**config.mk**
```make
export PLATFORM = sky130hd
export DESIGN_NAME = pct_scheduler
export DESIGN_NICKNAME = d
export VERILOG_FILES = /design/src/HANDOVER_unused.sv /design/src/pct_pkg.sv /design/src/pct_scheduler.sv
export SDC_FILE = /design/constraint.sdc
export NUM_CORES = 1
export LEC_CHECK = 0
export BUFFER_PORTS_ARGS = -buffer_cell sky130_fd_sc_hd__buf_2
export CORE_MARGIN = 4
export CORE_UTILIZATION = 45
export DETAILED_ROUTE_END_ITERATION = 8
export PLACE_DENSITY = 0.68
export SETUP_SLACK_MARGIN = 0.02
export SLEW_MARGIN = 10
export SYNTH_ARGS = -nofsm -noshare
export SYNTH_HDL_FRONTEND = slang
export SYNTH_SLANG_ARGS = --single-unit
```
**constraint.sdc**
```tcl
create_clock -name pclk -period 14.38 [get_ports pclk]
set_input_delay 1.438 -clock pclk [delete_from_list [all_inputs] [get_ports pclk]]
set_output_delay 1.438 -clock pclk [all_outputs]
set_load 0.05 [all_outputs]
```
**src/HANDOVER_unused.sv**
```systemverilog
`timescale 1ns/1ns

```
**src/pct_pkg.sv**
```systemverilog
// Constants, types and register map of the bank auto-close scheduler.
// Assumes a single 100 MHz clock shared by the APB slave and command port.
package pct_pkg;

    // ------------------------------------------------------------------
    // Sizes and clock
    // ------------------------------------------------------------------
    localparam int          NUM_BANKS    = 8;
    localparam int          CNT_W        = 8;
    localparam int          CLK_PERIOD_NS = 10;

    // ------------------------------------------------------------------
    // Times in ns and derived cycle counts (least times round up)
    // ------------------------------------------------------------------
    localparam int          ROW_ACTIVE_MIN_NS   = 42;
    localparam int          ROW_CLOSE_TIME_NS   = 18;
    localparam int          ROW_ACTIVE_MIN_CYC  =
        (ROW_ACTIVE_MIN_NS + CLK_PERIOD_NS - 1) / CLK_PERIOD_NS;
    localparam int          ROW_CLOSE_TIME_CYC  =
        (ROW_CLOSE_TIME_NS + CLK_PERIOD_NS - 1) / CLK_PERIOD_NS;
    localparam logic [7:0]  CLOSE_SPACING_CYC   = 8'h04;

    // ------------------------------------------------------------------
    // Register offsets (byte addresses)
    // ------------------------------------------------------------------
    localparam logic [7:0]  MODE_ONE_OFS  = 8'h00;
    localparam logic [7:0]  MODE_TWO_OFS  = 8'h04;
    localparam logic [7:0]  ROW_TIME_OFS  = 8'h08;
    localparam logic [7:0]  CONTROL_OFS   = 8'h0c;
    localparam logic [7:0]  STATUS_OFS    = 8'h10;

    // Field positions.
    localparam int          RD_POSTAMBLE_BIT  = 7;
    localparam int          WR_PREAMBLE_BIT   = 2;
    localparam int          WR_RECOV_LSB      = 8;
    localparam int          RD_CLOSE_LSB      = 0;
    localparam int          WR_LAT_LSB        = 8;
    localparam int          ROW_ACT_LSB       = 0;
    localparam int          ROW_CLOSE_LSB     = 8;
    localparam int          BL32_BIT          = 0;
    localparam int          TERM_EN_BIT       = 1;
    localparam int          VIOL_BANK_BIT     = 24;
    localparam int          VIOL_SPACE_BIT    = 25;

    // Reset values.
    localparam logic [31:0] MODE_ONE_RST  = 32'h0000_0600;
    localparam logic [31:0] MODE_TWO_RST  = 32'h0000_0808;
    localparam logic [31:0] ROW_TIME_RST  = {16'h0000,
        8'(ROW_CLOSE_TIME_CYC), 8'(ROW_ACTIVE_MIN_CYC)};
    localparam logic [31:0] CONTROL_RST   = 32'h0000_0000;

    // ------------------------------------------------------------------
    // Commands and bank states
    // ------------------------------------------------------------------
    typedef enum logic [2:0] {
        PCT_NOP       = 3'b000,
        PCT_ACTIVATE  = 3'b001,
        PCT_READ      = 3'b010,
        PCT_WRITE     = 3'b011,
        PCT_MASK_WR   = 3'b100,
        PCT_CLOSE     = 3'b101,
        PCT_CLOSE_ALL = 3'b110
    } pct_cmd_e;

    typedef struct packed {
        logic       valid;
        pct_cmd_e   kind;
        logic [2:0] bank;
        logic       with_auto_close;
    } pct_cmd_s;

    typedef enum logic [1:0] {
        PCT_IDLE    = 2'b00,
        PCT_ACTIVE  = 2'b01,
        PCT_AP_WAIT = 2'b10,
        PCT_CLOSING = 2'b11
    } pct_bank_e;

endpackage

```
**src/pct_scheduler.sv**
```systemverilog
// Per-bank auto-close scheduler with row-active lockout and APB registers.
// Assumes commands arrive one per pclk cycle, already decoded, in step
// with pclk; the controller keeps its own spacing obligations.
//
// What the document requires
// Controller waits write latency+burst/2+recovery+1 after masked write.
// Controller waits same after write with auto close; activate adds close.
// No write to a bank after its write with auto close.
// No read to a bank after its write with auto close.
// No masked write to a bank after its masked write with auto close.
// Writes to other banks may follow after burst/2 clocks.
// Reads to other banks wait write latency+burst/2+write-to-read+1.
// Close after masked write auto close waits latency+burst/2+recovery+1.
// Any two close commands are at least 4 clocks apart.
// Close period restarts from the latest close reaching the bank.
// Commands inside any minimum delay window are illegal.
// Gapless reads to other banks after read with auto close.
// Gapless writes to other banks after write with auto close.
// Bursts always complete; nothing truncates them; here a close reaching a bank in PCT_AP_WAIT moves it to PCT_CLOSING.
// Postamble from mode register one bit 7, preamble from bit 2.
// Controller rounds nanosecond delays up to whole clocks.
// Read auto close count comes from mode register two.
// Write recovery count comes from mode register one.
// With termination, read auto close to write spacing uses its formula; here termination_en only drives its output, no spacing changes.
// With termination, all other close spacings are unchanged.
// Auto close commands may follow once row-to-column delay is met.
// Internal close waits until the row active minimum has elapsed.
// Controller meets row cycle time before reactivating a bank.
// Write auto close starts recovery cycles after the write burst ends.
// Read auto close starts at later of burst/2 and burst/4-4+count.
// Controller keeps per-bank timers and blocks commands until expired.
//
// The implementer's own choices: the APB slave port and the register addresses.
`timescale 1ns/1ns
module pct_scheduler
    import pct_pkg::*;
(
    input  wire logic                 pclk,
    input  wire logic                 presetn,
    input  wire logic                 psel,
    input  wire logic                 penable,
    input  wire logic                 pwrite,
    input  wire logic [7:0]           paddr,
    input  wire logic [31:0]          pwdata,
    output logic [31:0]               prdata,
    output logic                      pready,
    output logic                      pslverr,
    input  wire pct_cmd_s             cmd,
    output logic [NUM_BANKS-1:0]      bank_open,
    output logic [NUM_BANKS-1:0]      bank_closing,
    output logic [NUM_BANKS-1:0]      auto_close_start,
    output logic                      read_postamble,
    output logic                      write_preamble,
    output logic                      termination_en
);

    // ------------------------------------------------------------------
    // Register file
    // ------------------------------------------------------------------
    logic [31:0] mode_one_r, mode_one_nxt;
    logic [31:0] mode_two_r, mode_two_nxt;
    logic [31:0] row_time_r, row_time_nxt;
    logic [31:0] control_r,  control_nxt;
    logic [1:0]  viol_r,     viol_nxt;
    logic [31:0] prdata_r,   prdata_nxt;
    logic        slverr_r,   slverr_nxt;
    logic [7:0]  space_r,    space_nxt;
    logic [NUM_BANKS-1:0] ap_wait_vec;
    logic        setup, wr_acc, mapped, is_close, bank_viol;
    logic [31:0] status;

    assign setup   = psel & ~penable;
    assign wr_acc  = psel & penable & pwrite;
    assign pready  = psel & penable;
    assign prdata  = prdata_r;
    assign pslverr = slverr_r & psel & penable;
    assign mapped  = (paddr == MODE_ONE_OFS) || (paddr == MODE_TWO_OFS) ||
                     (paddr == ROW_TIME_OFS) || (paddr == CONTROL_OFS) ||
                     (paddr == STATUS_OFS);

    assign read_postamble = mode_one_r[RD_POSTAMBLE_BIT];
    assign write_preamble = mode_one_r[WR_PREAMBLE_BIT];
    assign termination_en = control_r[TERM_EN_BIT];

    assign is_close  = cmd.valid &&
                       (cmd.kind == PCT_CLOSE || cmd.kind == PCT_CLOSE_ALL);
    // Column commands to a bank still waiting on its own auto close are
    // reported; the device keeps its schedule regardless.
    assign bank_viol = cmd.valid && ap_wait_vec[cmd.bank] &&
                       (cmd.kind == PCT_READ || cmd.kind == PCT_WRITE ||
                        cmd.kind == PCT_MASK_WR);

    assign status = {6'h00, viol_r, ap_wait_vec, bank_closing, bank_open};

    always_comb begin
        mode_one_nxt = mode_one_r;
        mode_two_nxt = mode_two_r;
        row_time_nxt = row_time_r;
        control_nxt  = control_r;
        viol_nxt     = viol_r;
        prdata_nxt   = prdata_r;
        slverr_nxt   = slverr_r;
        space_nxt    = (space_r != 8'h00) ? space_r - 8'h01 : 8'h00;
        if (setup) begin
            slverr_nxt = ~mapped;
            unique case (paddr)
                MODE_ONE_OFS: prdata_nxt = mode_one_r;
                MODE_TWO_OFS: prdata_nxt = mode_two_r;
                ROW_TIME_OFS: prdata_nxt = row_time_r;
                CONTROL_OFS:  prdata_nxt = control_r;
                STATUS_OFS:   prdata_nxt = status;
                default:      prdata_nxt = 32'h0000_0000;
            endcase
        end
        if (wr_acc) begin
            unique case (paddr)
                MODE_ONE_OFS: mode_one_nxt = pwdata;
                MODE_TWO_OFS: mode_two_nxt = pwdata;
                ROW_TIME_OFS: row_time_nxt = {16'h0000, pwdata[15:0]};
                CONTROL_OFS:  control_nxt  = {30'h0, pwdata[1:0]};
                STATUS_OFS:   viol_nxt     = viol_r &
                    ~pwdata[VIOL_SPACE_BIT:VIOL_BANK_BIT];
                default:      ;
            endcase
        end
        // Hardware set wins over a software clear in the same cycle.
        if (is_close) begin
            space_nxt = CLOSE_SPACING_CYC - 8'h01;
            if (space_r != 8'h00) begin
                viol_nxt[1] = 1'b1;
            end
        end
        if (bank_viol) begin
            viol_nxt[0] = 1'b1;
        end
    end

    always_ff @(posedge pclk or negedge presetn) begin
        if (!presetn) begin
            mode_one_r <= MODE_ONE_RST;
            mode_two_r <= MODE_TWO_RST;
            row_time_r <= ROW_TIME_RST;
            control_r  <= CONTROL_RST;
            viol_r     <= 2'b00;
            prdata_r   <= 32'h0000_0000;
            slverr_r   <= 1'b0;
            space_r    <= 8'h00;
        end else begin
            mode_one_r <= mode_one_nxt;
            mode_two_r <= mode_two_nxt;
            row_time_r <= row_time_nxt;
            control_r  <= control_nxt;
            viol_r     <= viol_nxt;
            prdata_r   <= prdata_nxt;
            slverr_r   <= slverr_nxt;
            space_r    <= space_nxt;
        end
    end

    // ------------------------------------------------------------------
    // Auto-close delays shared by all banks
    // ------------------------------------------------------------------
    logic [CNT_W-1:0] half_burst, read_close_dly, write_close_dly;
    logic [CNT_W-1:0] read_alt, row_act_min, row_close_cyc;

    assign half_burst  = control_r[BL32_BIT] ? 8'h10 : 8'h08;
    assign row_act_min = row_time_r[ROW_ACT_LSB +: CNT_W];
    assign row_close_cyc = (row_time_r[ROW_CLOSE_LSB +: CNT_W] == 8'h00) ?
                           8'h01 : row_time_r[ROW_CLOSE_LSB +: CNT_W];
    // Burst/4 - 4 is zero for 16 and four for 32.
    assign read_alt = (control_r[BL32_BIT] ? 8'h04 : 8'h00) +
                      mode_two_r[RD_CLOSE_LSB +: CNT_W];
    assign read_close_dly = (read_alt > half_burst) ?
                            read_alt : half_burst;
    assign write_close_dly = mode_two_r[WR_LAT_LSB +: CNT_W] + half_burst +
                             mode_one_r[WR_RECOV_LSB +: CNT_W];

    // ------------------------------------------------------------------
    // Per-bank state
    // ------------------------------------------------------------------
    // Other banks are never stalled by a pending auto close, which keeps
    // back-to-back bursts to different banks gapless.  R12 R13
    genvar b;
    generate
        for (b = 0; b < NUM_BANKS; b++) begin : g_bank
            pct_bank_e        st_r,  st_nxt;
            logic [CNT_W-1:0] ras_r, ras_nxt;
            logic [CNT_W-1:0] dly_r, dly_nxt;
            logic             hit, close_hit, ras_done, start;

            assign hit       = cmd.valid && (cmd.bank == 3'(b));
            assign close_hit = cmd.valid && (cmd.kind == PCT_CLOSE_ALL ||
                               (cmd.kind == PCT_CLOSE && hit));
            // Widened by one bit so a saturated count still reads as done.
            assign ras_done  = ({1'b0, ras_r} + 9'h001) >=
                               {1'b0, row_act_min};
            assign start     = (st_r == PCT_AP_WAIT) && (dly_r == 8'h00) &&
                               ras_done;

            assign bank_open[b]        = (st_r == PCT_ACTIVE) ||
                                         (st_r == PCT_AP_WAIT);
            assign bank_closing[b]     = (st_r == PCT_CLOSING);
            assign ap_wait_vec[b]      = (st_r == PCT_AP_WAIT);
            assign auto_close_start[b] = start;

            always_comb begin
                st_nxt  = st_r;
                ras_nxt = (ras_r != 8'hff) ? ras_r + 8'h01 : ras_r;
                dly_nxt = (dly_r != 8'h00) ? dly_r - 8'h01 : 8'h00;
                unique case (st_r)
                    PCT_IDLE: begin
                        if (hit && cmd.kind == PCT_ACTIVATE) begin
                            st_nxt  = PCT_ACTIVE;
                            ras_nxt = 8'h00;
                        end
                    end
                    PCT_ACTIVE: begin
                        if (hit && cmd.with_auto_close &&
                            cmd.kind == PCT_READ) begin
                            st_nxt  = PCT_AP_WAIT;
                            dly_nxt = read_close_dly - 8'h01;
                        end else if (hit && cmd.with_auto_close &&
                            (cmd.kind == PCT_WRITE ||
                             cmd.kind == PCT_MASK_WR)) begin
                            st_nxt  = PCT_AP_WAIT;
                            dly_nxt = write_close_dly - 8'h01;
                        end
                    end
                    PCT_AP_WAIT: begin
                        // The burst in flight is cut short only by a close reaching the bank. R14
                        if (start) begin
                            st_nxt  = PCT_CLOSING;
                            dly_nxt = row_close_cyc - 8'h01;
                        end
                    end
                    PCT_CLOSING: begin
                        if (dly_r == 8'h00) begin
                            st_nxt = PCT_IDLE;
                        end
                    end
                endcase
                // A close reaching the bank restarts its close period. R10
                if (close_hit && st_r != PCT_IDLE && !start) begin
                    st_nxt  = PCT_CLOSING;
                    dly_nxt = row_close_cyc - 8'h01;
                end
            end

            always_ff @(posedge pclk or negedge presetn) begin
                if (!presetn) begin
                    st_r  <= PCT_IDLE;
                    ras_r <= 8'h00;
                    dly_r <= 8'h00;
                end else begin
                    st_r  <= st_nxt;
                    ras_r <= ras_nxt;
                    dly_r <= dly_nxt;
                end
            end
        end
    endgenerate

endmodule

```
### Yosys cells after proc, flatten, opt, wreduce, memory -nomap -nowiden

Cells that the tools add are included.

* register bits: 269
* output and inout port bits: 61
* logic and storage cells: 480

* add/subtract/negate cells: 31
* order comparisons: 10
* eq/ne operators: 81
* muxes and demuxes: 142
* bitwise gates (word level): 9
* reduce and logical (&&, ||, !) cells: 174

Operator list (number)
* two-way mux 8 bit: 68
* case mux 32 bit (5 select lines): 1
* case mux 8 bit (2 select lines): 8
* two-way mux 2 bit: 50
* subtractor 8 x 1 -> 8 bit (second input constant): 12
* logical AND 1 bit: 91
* zero test 8 bit: 10
* adder 8 x 1 -> 9 bit (second input constant): 8
* >= comparator 9 x 8 -> 1 bit: 8
* nonzero test 8 bit: 9
* adder 8 x 1 -> 8 bit (second input constant): 8
* != test 8 bit (second input constant): 8
* case mux 2 bit (4 select lines): 8
* != test 3 x 1 -> 1 bit (second input constant): 16
* == test 2 bit (second input constant): 16
* != test 4 x 1 -> 1 bit (second input constant): 8
* AND reduction 4 bit: 8
* logical OR 1 bit: 24
* != test 3 bit (second input constant): 8
* == test 3 bit (second input constant): 7
* nonzero test 2 bit: 10
* == test 2 x 1 -> 1 bit (second input constant): 8
* == test 8 x 4 -> 1 bit (second input constant): 2
* zero test 2 bit: 8
* other kinds (20): 43

### Depth between registers and ports, before layout

Gate-level depths: netlist (run 1).

* depth in word-level cells: 9
* mapped depth: 18
* mapped depth without buffers: 17

### Least setup slack after synthesis (run 1)

OpenSTA, ideal clock, no wires.

* path type: register -> register
* start point: reg control_r[0]
* end point: reg g_bank[5].dly_r[4]
* setup time: 0.064 ns
* arrival time: 4.441 ns
* slack: 9.875 ns
* cell stages (with the launch flop): 19
* path buffers: 1
* clock period less this slack: 4.505 ns
* cells stage by stage: dfrtp_1 -> ha_1 -> ha_1 -> xnor2_1 -> inv_1 -> ha_1 -> nor2b_1 -> o22a_1 -> or4_4 -> buf_6 -> nand2_1 -> ha_1 -> or3b_2 -> mux2i_1 -> o41ai_1 -> o311ai_4 -> mux2i_1 -> a2111oi_2 -> a211o_1

* cells in the longest elaborated chain, start to end: 8
* elaborated cells between the ends (all ways): 13
* classes of those cells: add/sub: 5; order compare: 1; mux: 7

Ends and longest elaborated chain
* from (decl): line pct_scheduler.sv:63 `logic [31:0] control_r, control_nxt;`
* from (signal assigned): line pct_scheduler.sv:152 `control_r <= control_nxt;`
* two-way mux 5 bit or two-way mux 3 bit (tied branches): line pct_scheduler.sv:166, pct_scheduler.sv:171
* adder 8 x 5 -> 8 bit or adder 3 x 8 -> 8 bit (tied branches): line pct_scheduler.sv:175, pct_scheduler.sv:171
* adder 8 bit or > comparator 8 x 5 -> 1 bit (tied branches): line pct_scheduler.sv:175, pct_scheduler.sv:173
* subtractor 8 x 1 -> 8 bit or two-way mux 8 bit (tied branches): line pct_scheduler.sv:226, pct_scheduler.sv:173
* two-way mux 8 bit or subtractor 8 x 1 -> 8 bit (tied branches): line pct_scheduler.sv:222, pct_scheduler.sv:221
* two-way mux 8 bit (*): line pct_scheduler.sv:218 `if (hit && cmd.with_auto_close &&`
* case mux 8 bit (2 select lines) (*): line pct_scheduler.sv:210 `unique case (st_r)`
* two-way mux 8 bit (*): line pct_scheduler.sv:243 `if (close_hit && st_r != PCT_IDLE && !start) begin`
* via g_bank[5].dly_nxt[4]: line pct_scheduler.sv:188 `logic [CNT_W-1:0] dly_r, dly_nxt;`
* to (signal assigned): line pct_scheduler.sv:257 `dly_r <= dly_nxt;`
* to (decl): line pct_scheduler.sv:188

The timed path passes the listed nets; every way through them passes the cells marked *.
A chain may end at the register's enable or synchronous reset.

### Final worst setup path (run 1)

* start point: reg control_r[0]
* end point: reg g_bank[6].dly_r[6]

* cells in the longest elaborated chain, start to end: 8
* elaborated cells between the ends (all ways): 13
* classes of those cells: add/sub: 5; order compare: 1; mux: 7

Ends and longest elaborated chain (line)
* two-way mux 5 bit or two-way mux 3 bit (tied branches): pct_scheduler.sv:166, pct_scheduler.sv:171
* adder 8 x 5 -> 8 bit or adder 3 x 8 -> 8 bit (tied branches): pct_scheduler.sv:175, pct_scheduler.sv:171
* adder 8 bit or > comparator 8 x 5 -> 1 bit (tied branches): pct_scheduler.sv:175, pct_scheduler.sv:173
* subtractor 8 x 1 -> 8 bit or two-way mux 8 bit (tied branches): pct_scheduler.sv:226, pct_scheduler.sv:173
* two-way mux 8 bit or subtractor 8 x 1 -> 8 bit (tied branches): pct_scheduler.sv:222, pct_scheduler.sv:221
* two-way mux 8 bit (*): pct_scheduler.sv:218
* case mux 8 bit (2 select lines) (*): pct_scheduler.sv:210
* two-way mux 8 bit (*): pct_scheduler.sv:243
* via g_bank[6].dly_nxt[6]: pct_scheduler.sv:188
* to (signal assigned): pct_scheduler.sv:257
* to (decl): pct_scheduler.sv:188

Marked as above.

==> summary.txt, run 1 <==
Die
  • Starting Density: 0.4592
  • Die H: 213.1 µm
  • Total die area: 0.04539 mm²
  • Chip Width: 213.1 µm
  • IO Count: 114
  • Core area: 0.04120 mm²
  • FP Rows: 74

GRT
  • First-pass GRT wire length: 93.88 mm
  • Top Usage Layer GRT: met2
  • Met2 Resource Use GR: 0.4071
  • Total global routing overflow: 0
  • Initial antenna violation count: 2
  • Overall routing resource usage: 0.2601
  • Met1 GRT Util: 0.3610
  • Vias in the first global route: 16804
  • Largest net degree at the start of global routing: 159
  • M3 GR Usage: 0.05510

Critical path
  • Reg2reg end: g_bank[6].dly_r[6]$_DFF_PN0_
  • CP most frequent cell: ha_1
  • Kind of critical path: reg -> reg
  • Worst path bufs/invs: 1
  • CP required: 14.89 ns
  • Stages on the worst setup path: 16
  • Crit-path cells: ha_1 -> ha_1 -> xnor2_1 -> inv_1 -> ha_1 -> nor2b_1 -> o22a_1 -> or4_4 -> nand2_1 -> ha_1 -> or3b_2 -> nor2_1 -> nand3_1 -> xor2_1 -> a31oi_1 -> o32ai_1
  • Family with the most delay on the worst path: simple AND/OR/NAND/NOR gates
  • Startpoint types: flop
  • Worst R2R Start: control_r[0]$_DFFE_PN0P_
  • Worst Setup End Kind: flop
  • Crit. Startpoint: control_r[0]$_DFFE_PN0P_
  • Crit-path slowest cell: xor2_1
  • Worst EP arrival: 6.17 ns
  • Crit path largest cell delay: 0.80 ns
  • CP Capture Point: g_bank[6].dly_r[6]$_DFF_PN0_
  • Worst R2R Path Depth: 16
  • Flop2flop setup slack: 8.72 ns
  • CP Max Fanout: 9

Synthesis
  • Main synth FF type: dfrtp_1
  • Seq/Total Area, Yosys: 0.3562
  • Post-synth top area share: 0.3465
  • Cell count after synthesis: 2067
  • Seq cells post-synth: 269
  • Async SR Flop Fraction: 1.000
  • Post-synthesis average cell area: 9.154 µm²
  • Netlist Area Pre-Place: 0.01892 mm²
  • Yosys cell types: 92
  • Mapped Nets: 2276
  • Cell taking the most area after synthesis: dfrtp_1
  • Ranking of synthesized cells by area: dfrtp_1, ha_1, mux2_2, nor2_1, nand2_1
  • Most common cell in the netlist: dfrtp_1
  • Synth cell count leaders: dfrtp_1, nor2_1, nand2_1, ha_1, inv_1
  • Post-synth EDFFs: 0
  • Ys Warns: 0

Worst hold path
  • Hold depth: 2
  • Hold Path Class: reg -> reg

Power and ir drop
  • Switching Share: 0.4517
  • P_sw: 2.037 mW
  • Internal Pwr Total: 2.472 mW
  • Combinational power share: 0.546
  • P_leak: 9.455 nW
  • Overall Power: 4.509 mW
  • Clock share of power: 0.190
  • PwrDens: 213.5 mW/mm²
  • Reg power frac: 0.264
  • Max rail drop VDD: 0.0001197 V

Drt
  • Vias/cell: 6.297
  • Avg WL per Cell: 22.35 µm
  • Detail Route Antenna Nets: 0
  • Post-route DRC violation count: 0
  • TritonRoute pass-1 iters: 6
  • DR vias: 17020
  • Routed WL: 60.40 mm
  • 1st-iter DRT viols: 1751

Final layout
  • Fin cells: 2703
  • Layout cell share with drive strength beyond 1: 0.1507
  • Nets: 2354
  • Synth-to-Final Area Change: 11.65%
  • Fill cells: 3752

Placement
  • Gpl congestion: 0.9647
  • I/O Buffers: 113
  • Placed cells: 2644
  • Post-DP HPWL: 43.26 mm
  • Place WS: 8.804 ns

Timing
  • Slew headroom: 0.2393
  • RSZ-0062 raised after global routing: false
  • Worst-Margin Slew: 1.119 ns
  • Final setup vio count: 0
  • Setup WS post-layout: 8.719 ns
  • Clock Skews: 0.03356 ns
  • Final min period: 5.661 ns
  • Fin Setup TNS: 0 ns
  • Tcrit/Tclk final: 0.3937
  • Fmax: 0.1767 GHz
  • Slew Limit Fails: 0
  • Hold violation count in the final report: 0

Clocking
  • CTS tree: yes
  • Hold buffers post-CTS: 0
  • Post CTS Setup Buffer Count: 0
  • Clock Tree Root: clkbuf_16
  • Worst skew pair latency: 0.61 ns
  • Reg clk slew, reported paths: 0.06 ns
  • Resized Gates After CTS: 0
  • CTS H-tree depth: 1
  • Num CTS Buffers: 31
  • CTS Sinks: 269
  • Clk buf depth: 3

Status
  • Status: finished, final reports clean

Flow run
  • Max-cap viol count: 0
how the worst min path moves through the flow:
| stage | end | slack, ns | startpoint |
|---|---|---|---|
| floorplan | viol_r[0]$_DFFE_PN0P_ | 0.45 | viol_r[0]$_DFFE_PN0P_ |
| global placement | prdata[11]$_DFFE_PN0P_ | 0.46 | prdata[11]$_DFFE_PN0P_ |
| detailed placement | prdata[7]$_DFFE_PN0P_ | 0.47 | prdata[7]$_DFFE_PN0P_ |
| CTS | prdata[7]$_DFFE_PN0P_ | 0.48 | prdata[7]$_DFFE_PN0P_ |
| global route | slverr_r$_DFFE_PN0P_ | 0.50 | slverr_r$_DFFE_PN0P_ |
| finish | prdata[7]$_DFFE_PN0P_ | 0.48 | prdata[7]$_DFFE_PN0P_ |
routing by layer:
| metal | vias up | routed length, µm |
|---|---|---|
| met5 | - | 0 |
| met4 | 0 | 2087 |
| met3 | 155 | 5892 |
| met2 | 843 | 26870 |
| met1 | 8252 | 25550 |
| li1 | 7770 | - |
final cells by class:
class,count,area (µm²),share of cell area
tap,532,665.6,0.03151
clock inverter,18,247.7,0.01173
sequential,269,6740,0.3191
clock buffer,40,859.6,0.04069
inverter,118,442.9,0.02097
multi-input combinational,1590,11410,0.5402
timing repair buffer,135,753.2,0.03566
antenna,1,2.502,0.0001185
metrics by stage:
step	cell area, µm²	utilization	hold WS, ns
2_1_floorplan	18920	-	0.4469
6_report	21120	0.5127	0.4795
4_1_cts	21120	0.5126	0.4835
3_3_place_gp	20010	0.4858	0.4626
3_5_place_dp	20010	0.4858	0.4691
5_1_grt	21120	0.5126	0.5028
sequential cells by signal, summed over array words and instances (netlist names), 8 cells and up:
name,cells
row_time_r,16
g_bank.st_r,16
mode_one_r,32
space_r,8
prdata,32
g_bank.ras_r,64
mode_two_r,32
g_bank.dly_r,64
worst reg2reg max path: cells and delay by family, from the launching register on:
kind,cells,cell delay (ns)
buffers and inverters,1,0.10
xor gates and xnor gates,2,1.12
DFF,1,0.47
and+or+nand+nor,6,2.04
AOI/OAI and AO/OA,3,0.66
adders and majority gates,4,1.18
cell families (layout without fill, tap and decap cells):
kind of cell | Yosys count | count (layout) | synth area share
AND/OR/NAND/NOR | 697 | 697 | 0.1838
AO/OA/AOI/OAI | 505 | 505 | 0.1888
flip-flops | 269 | 269 | 0.3562
buffers and inverters | 208 | 311 | 0.04371
adder cells (fa/ha/maj) | 156 | 156 | 0.1044
multiplexers | 123 | 123 | 0.07228
XOR/XNOR | 109 | 109 | 0.05085
other | 0 | 1 | 0
power groups by stage:
stage	clock, mW	sequential (mW)	combinational (mW)
floorplan	0	1.14	1.82
global placement	0	1.18	2.33
detailed placement	0	1.19	2.41
CTS	0.876	1.18	2.42
global route	0.903	1.22	2.69
finish	0.859	1.19	2.46
cell usage in the layout (no fill, tap or decap), types with 23 or more instances in the layout:
cell type    n
nand3_1     68
mux2_2      83
nor3_1      43
clkbuf_16   31
nand2_1    184
o22ai_1     23
and3_1      32
nor2_1     191
buf_2      112
mux2i_1     35
xor2_1      39
xnor2_1     66
o211ai_1    39
ha_1       153
o21ai_0    106
dfrtp_1    262
a222oi_1    24
nand2b_1    26
inv_1      116
o221ai_1    40
a21oi_1     72
nor2b_1     24
No activity file was read; power rests on OpenSTA's default activity.
==> run 2, diff against run 1 <==
--- a/config.mk
+++ b/config.mk
@@ -5,6 +5,7 @@
 export SDC_FILE = /design/constraint.sdc
 export NUM_CORES = 1
 export LEC_CHECK = 0
+export ABC_AREA = 1
 export BUFFER_PORTS_ARGS = -buffer_cell sky130_fd_sc_hd__buf_2
 export CORE_MARGIN = 4
 export CORE_UTILIZATION = 45
==> constraint.sdc (replaced) <==
create_clock -name pclk -period 5.7 [get_ports pclk]
set_input_delay 0.57 -clock pclk [delete_from_list [all_inputs] [get_ports pclk]]
set_output_delay 0.57 -clock pclk [all_outputs]
set_load 0.05 [all_outputs]
==> run 2 against run 1 <==
Against the previous run: the run now ends with negative hold slack left; sequential power rose to 2.5 times the previous value; sequential share of layout area is 2.0 points lower; critical path depth fell by 1; non-clock buffer count is 8 lower; largest power group unchanged.
==> summary.txt, run 2 <==
Status
  • Status: finished with violations
  • Failing checks: negative hold slack

Die
  • FP Rows: 77 (+4.1%)
  • Total die area: 0.04893 mm² (+7.8%)
  • Starting Density: 0.4586 (-0.0006599)
  • Chip Width: 221.2 µm (+3.8%)
  • Core area: 0.04461 mm² (+8.3%)
  • Die H: 221.2 µm (+3.8%)
  • IO Count: 114 (unchanged)

GRT
  • Total global routing overflow: 0 (unchanged)
  • First-pass GRT wire length: 106.9 mm (+14%)
  • Overall routing resource usage: 0.2672 (+0.007110)
  • Initial antenna violation count: 1 (-1)
  • Vias in the first global route: 19747 (+18%)
  • Largest net degree at the start of global routing: 119 (-25%)

Clocking
  • Resized Gates After CTS: 0 (unchanged)
  • Post CTS Setup Buffer Count: 0 (unchanged)
  • CTS H-tree depth: 1 (unchanged)
  • Clk buf depth: 3 (unchanged)
  • CTS Sinks: 269 (unchanged)
  • Worst skew pair latency: 0.60 ns (about the same)
  • Reg clk slew, reported paths: 0.06 ns (about the same)
  • CTS tree: yes
  • Num CTS Buffers: 31 (unchanged)
  • Clock Tree Root: clkbuf_16
  • Hold buffers post-CTS: 0 (unchanged)

Timing
  • Slew Limit Fails: 0 (unchanged)
  • Clock Skews: 0.01406 ns (-0.01950 ns)
  • Final setup vio count: 0 (unchanged)
  • Fmax: 0.2446 GHz
  • Hold violation count in the final report: 7 (+7)
  • Final min period: 4.088 ns
  • Setup WS post-layout: 1.612 ns (-7.107 ns)
  • Hold slack: -0.02671 ns (-0.5063 ns)
  • Worst-Margin Slew: 1.102 ns (-0.01687 ns)
  • Slew headroom: 0.2627 (+0.02340)
  • RSZ-0062 raised after global routing: false
  • Tcrit/Tclk final: 0.7172
  • Fin Setup TNS: 0 ns (unchanged)

Synthesis
  • Async SR Flop Fraction: 1.000 (unchanged)
  • Seq/Total Area, Yosys: 0.3295 (-0.02672)
  • Synth cell count leaders: nand2_1, inv_1, dfrtp_1, o21ai_0, nor2_1
  • Most common cell in the netlist: nand2_1
  • Post-synth EDFFs: 0 (unchanged)
  • Seq cells post-synth: 269 (unchanged)
  • Post-synth top area share: 0.3205 (-0.02599)
  • Netlist Area Pre-Place: 0.02045 mm² (+8.1%)
  • Post-synthesis average cell area: 7.075 µm² (-23%)
  • Cell taking the most area after synthesis: dfrtp_1
  • Ys Warns: 0 (unchanged)
  • Ranking of synthesized cells by area: dfrtp_1, nand2_1, ha_1, inv_1, o21ai_0
  • Cell count after synthesis: 2891 (+40%)
  • Yosys cell types: 63 (-32%)
  • Main synth FF type: dfrtp_1
  • Mapped Nets: 3100 (+36%)

Critical path
  • Kind of critical path: reg -> out
  • Flop2flop setup slack: 1.64 ns (-7.08 ns)
  • Worst R2R Start: control_r[0]$_DFFE_PN0P_
  • CP Max Fanout: 8 (-1)
  • Startpoint types: flop
  • CP required: 5.13 ns (-9.76 ns)
  • Reg2reg end: g_bank[6].dly_r[1]$_DFF_PN0_
  • Worst Setup End Kind: primary output
  • Worst EP arrival: 3.52 ns (-2.65 ns)
  • Worst R2R Path Depth: 20 (+4)

Final layout
  • Design area: 0.02257 mm² (+6.9%)
  • Synth-to-Final Area Change: 10.35%
  • Commonest cells after routing, fill and taps aside: nand2_1, inv_1, dfrtp_1
  • Most common cell after layout, fill and taps aside: nand2_1
  • Antenna cells: 0 (-1)
  • Layout Utilization: 0.5060 (-0.006677)
  • Top flop regs: g_bank.dly_r (64), g_bank.ras_r (64)
  • Nets: 3198 (+36%)
  • Layout cell share with drive strength beyond 1: 0.1111 (-0.03954)

Placement
  • I/O Buffers: 113 (unchanged)
  • Post-DP HPWL: 50.61 mm (+17%)
  • Gpl congestion: 0.9827 (+1.9%)
  • Place WS: 1.779 ns (-7.025 ns)
  • Placement-stage cell area: 0.02155 mm² (+7.7%)

Drt
  • Routed WL: 67.82 mm (+12%)
  • TritonRoute pass-1 iters: 6 (unchanged)
  • DR vias: 20264 (+19%)
  • Detail Route Antenna Nets: 0 (unchanged)
  • Vias/cell: 5.620 (-11%)
  • 1st-iter DRT viols: 1810 (+3.4%)
  • Avg WL per Cell: 18.81 µm (-16%)
  • Post-route DRC violation count: 0 (unchanged)

Power and ir drop
  • PwrDens: 531.7 mW/mm² (+150%)
  • Max rail drop VDD: 0.0002647 V (+120%)
  • Overall Power: 12.00 mW (+170%)
  • P_leak: 11.39 nW (+21%)

Worst hold path
  • Hold Path Class: in -> async

Flow run
  • Max-cap viol count: 0 (unchanged)
-- run 2: how the worst max path moves through the flow --
stage,from,end,slack [ns],depth (start not counted)
floorplan,control_r[0]$_DFFE_PN0P_,g_bank[4].dly_r[2]$_DFF_PN0_,2.74,18
global placement,control_r[0]$_DFFE_PN0P_,g_bank[6].dly_r[1]$_DFF_PN0_,1.90,20
detailed placement,control_r[0]$_DFFE_PN0P_,g_bank[6].dly_r[1]$_DFF_PN0_,1.78,20
CTS,g_bank[7].ras_r[0]$_DFF_PN0_,auto_close_start[7],1.62,19
global route,g_bank[7].ras_r[0]$_DFF_PN0_,auto_close_start[7],1.36,19
finish,g_bank[6].ras_r[0]$_DFF_PN0_,auto_close_start[6],1.61,15
-- run 2: area by class of cell --
type | count | area, µm²
fill | 4328 | 22030
multi-input combinational | 2075 | 11560
sequential | 269 | 6740
inverter | 485 | 1821
clock buffer | 42 | 857.1
tap | 592 | 740.7
timing repair buffer | 127 | 693.2
clock inverter | 16 | 163.9
-- run 2: critical path: stages (launching register included) --
cell     delay (ns)
dfrtp_1        0.41
ha_1           0.19
and3_1         0.27
nand3_1        0.12
nor2_1         0.12
inv_1          0.06
nand2_1        0.08
inv_1          0.05
ha_1           0.30
inv_1          0.05
nor4_1         0.28
nand2_1        0.08
nand3_1        0.25
nand2_2        0.20
inv_2          0.17
buf_2          0.28
-- run 2: cell families (layout without fill, tap and decap cells) --
group	after synthesis	in the layout	share of synthesized area
adders and majority gates	156	156	0.09653
xor gates and xnor gates	57	57	0.02477
and+or+nand+nor	1215	1215	0.2644
AOI/OAI and AO/OA	647	647	0.1790
DFF	269	269	0.3295
buffers and inverters	547	670	0.1058
-- run 2: layer usage --
metal	global-route usage	vias up	wire length (µm)
li1	-	9685	-
met3	0.04320	163	5541
met2	0.4288	906	30530
met4	0.1117	2	2976
met5	0	-	13
met1	0.3611	9508	28760
-- run 2: where the power goes --
| group | switching, mW | internal (mW) | total [mW] |
|---|---|---|---|
| Combinational | 4.61 | 2.37 | 6.97 |
| Sequential | 0.494 | 2.51 | 3.00 |
| Clock | 0.872 | 1.15 | 2.03 |
| Total | 5.97 | 6.03 | 12.0 |
-- run 2: through the flow --
| stage | cells | hold slack (ns) |
|---|---|---|
| global route | 3606 | 0.03950 |
| floorplan | 2891 | 0.2744 |
| finish | 3606 | -0.02671 |
| detailed placement | 3548 | 0.4636 |
| global placement | 3548 | 0.4578 |
| CTS | 3606 | 0.03665 |
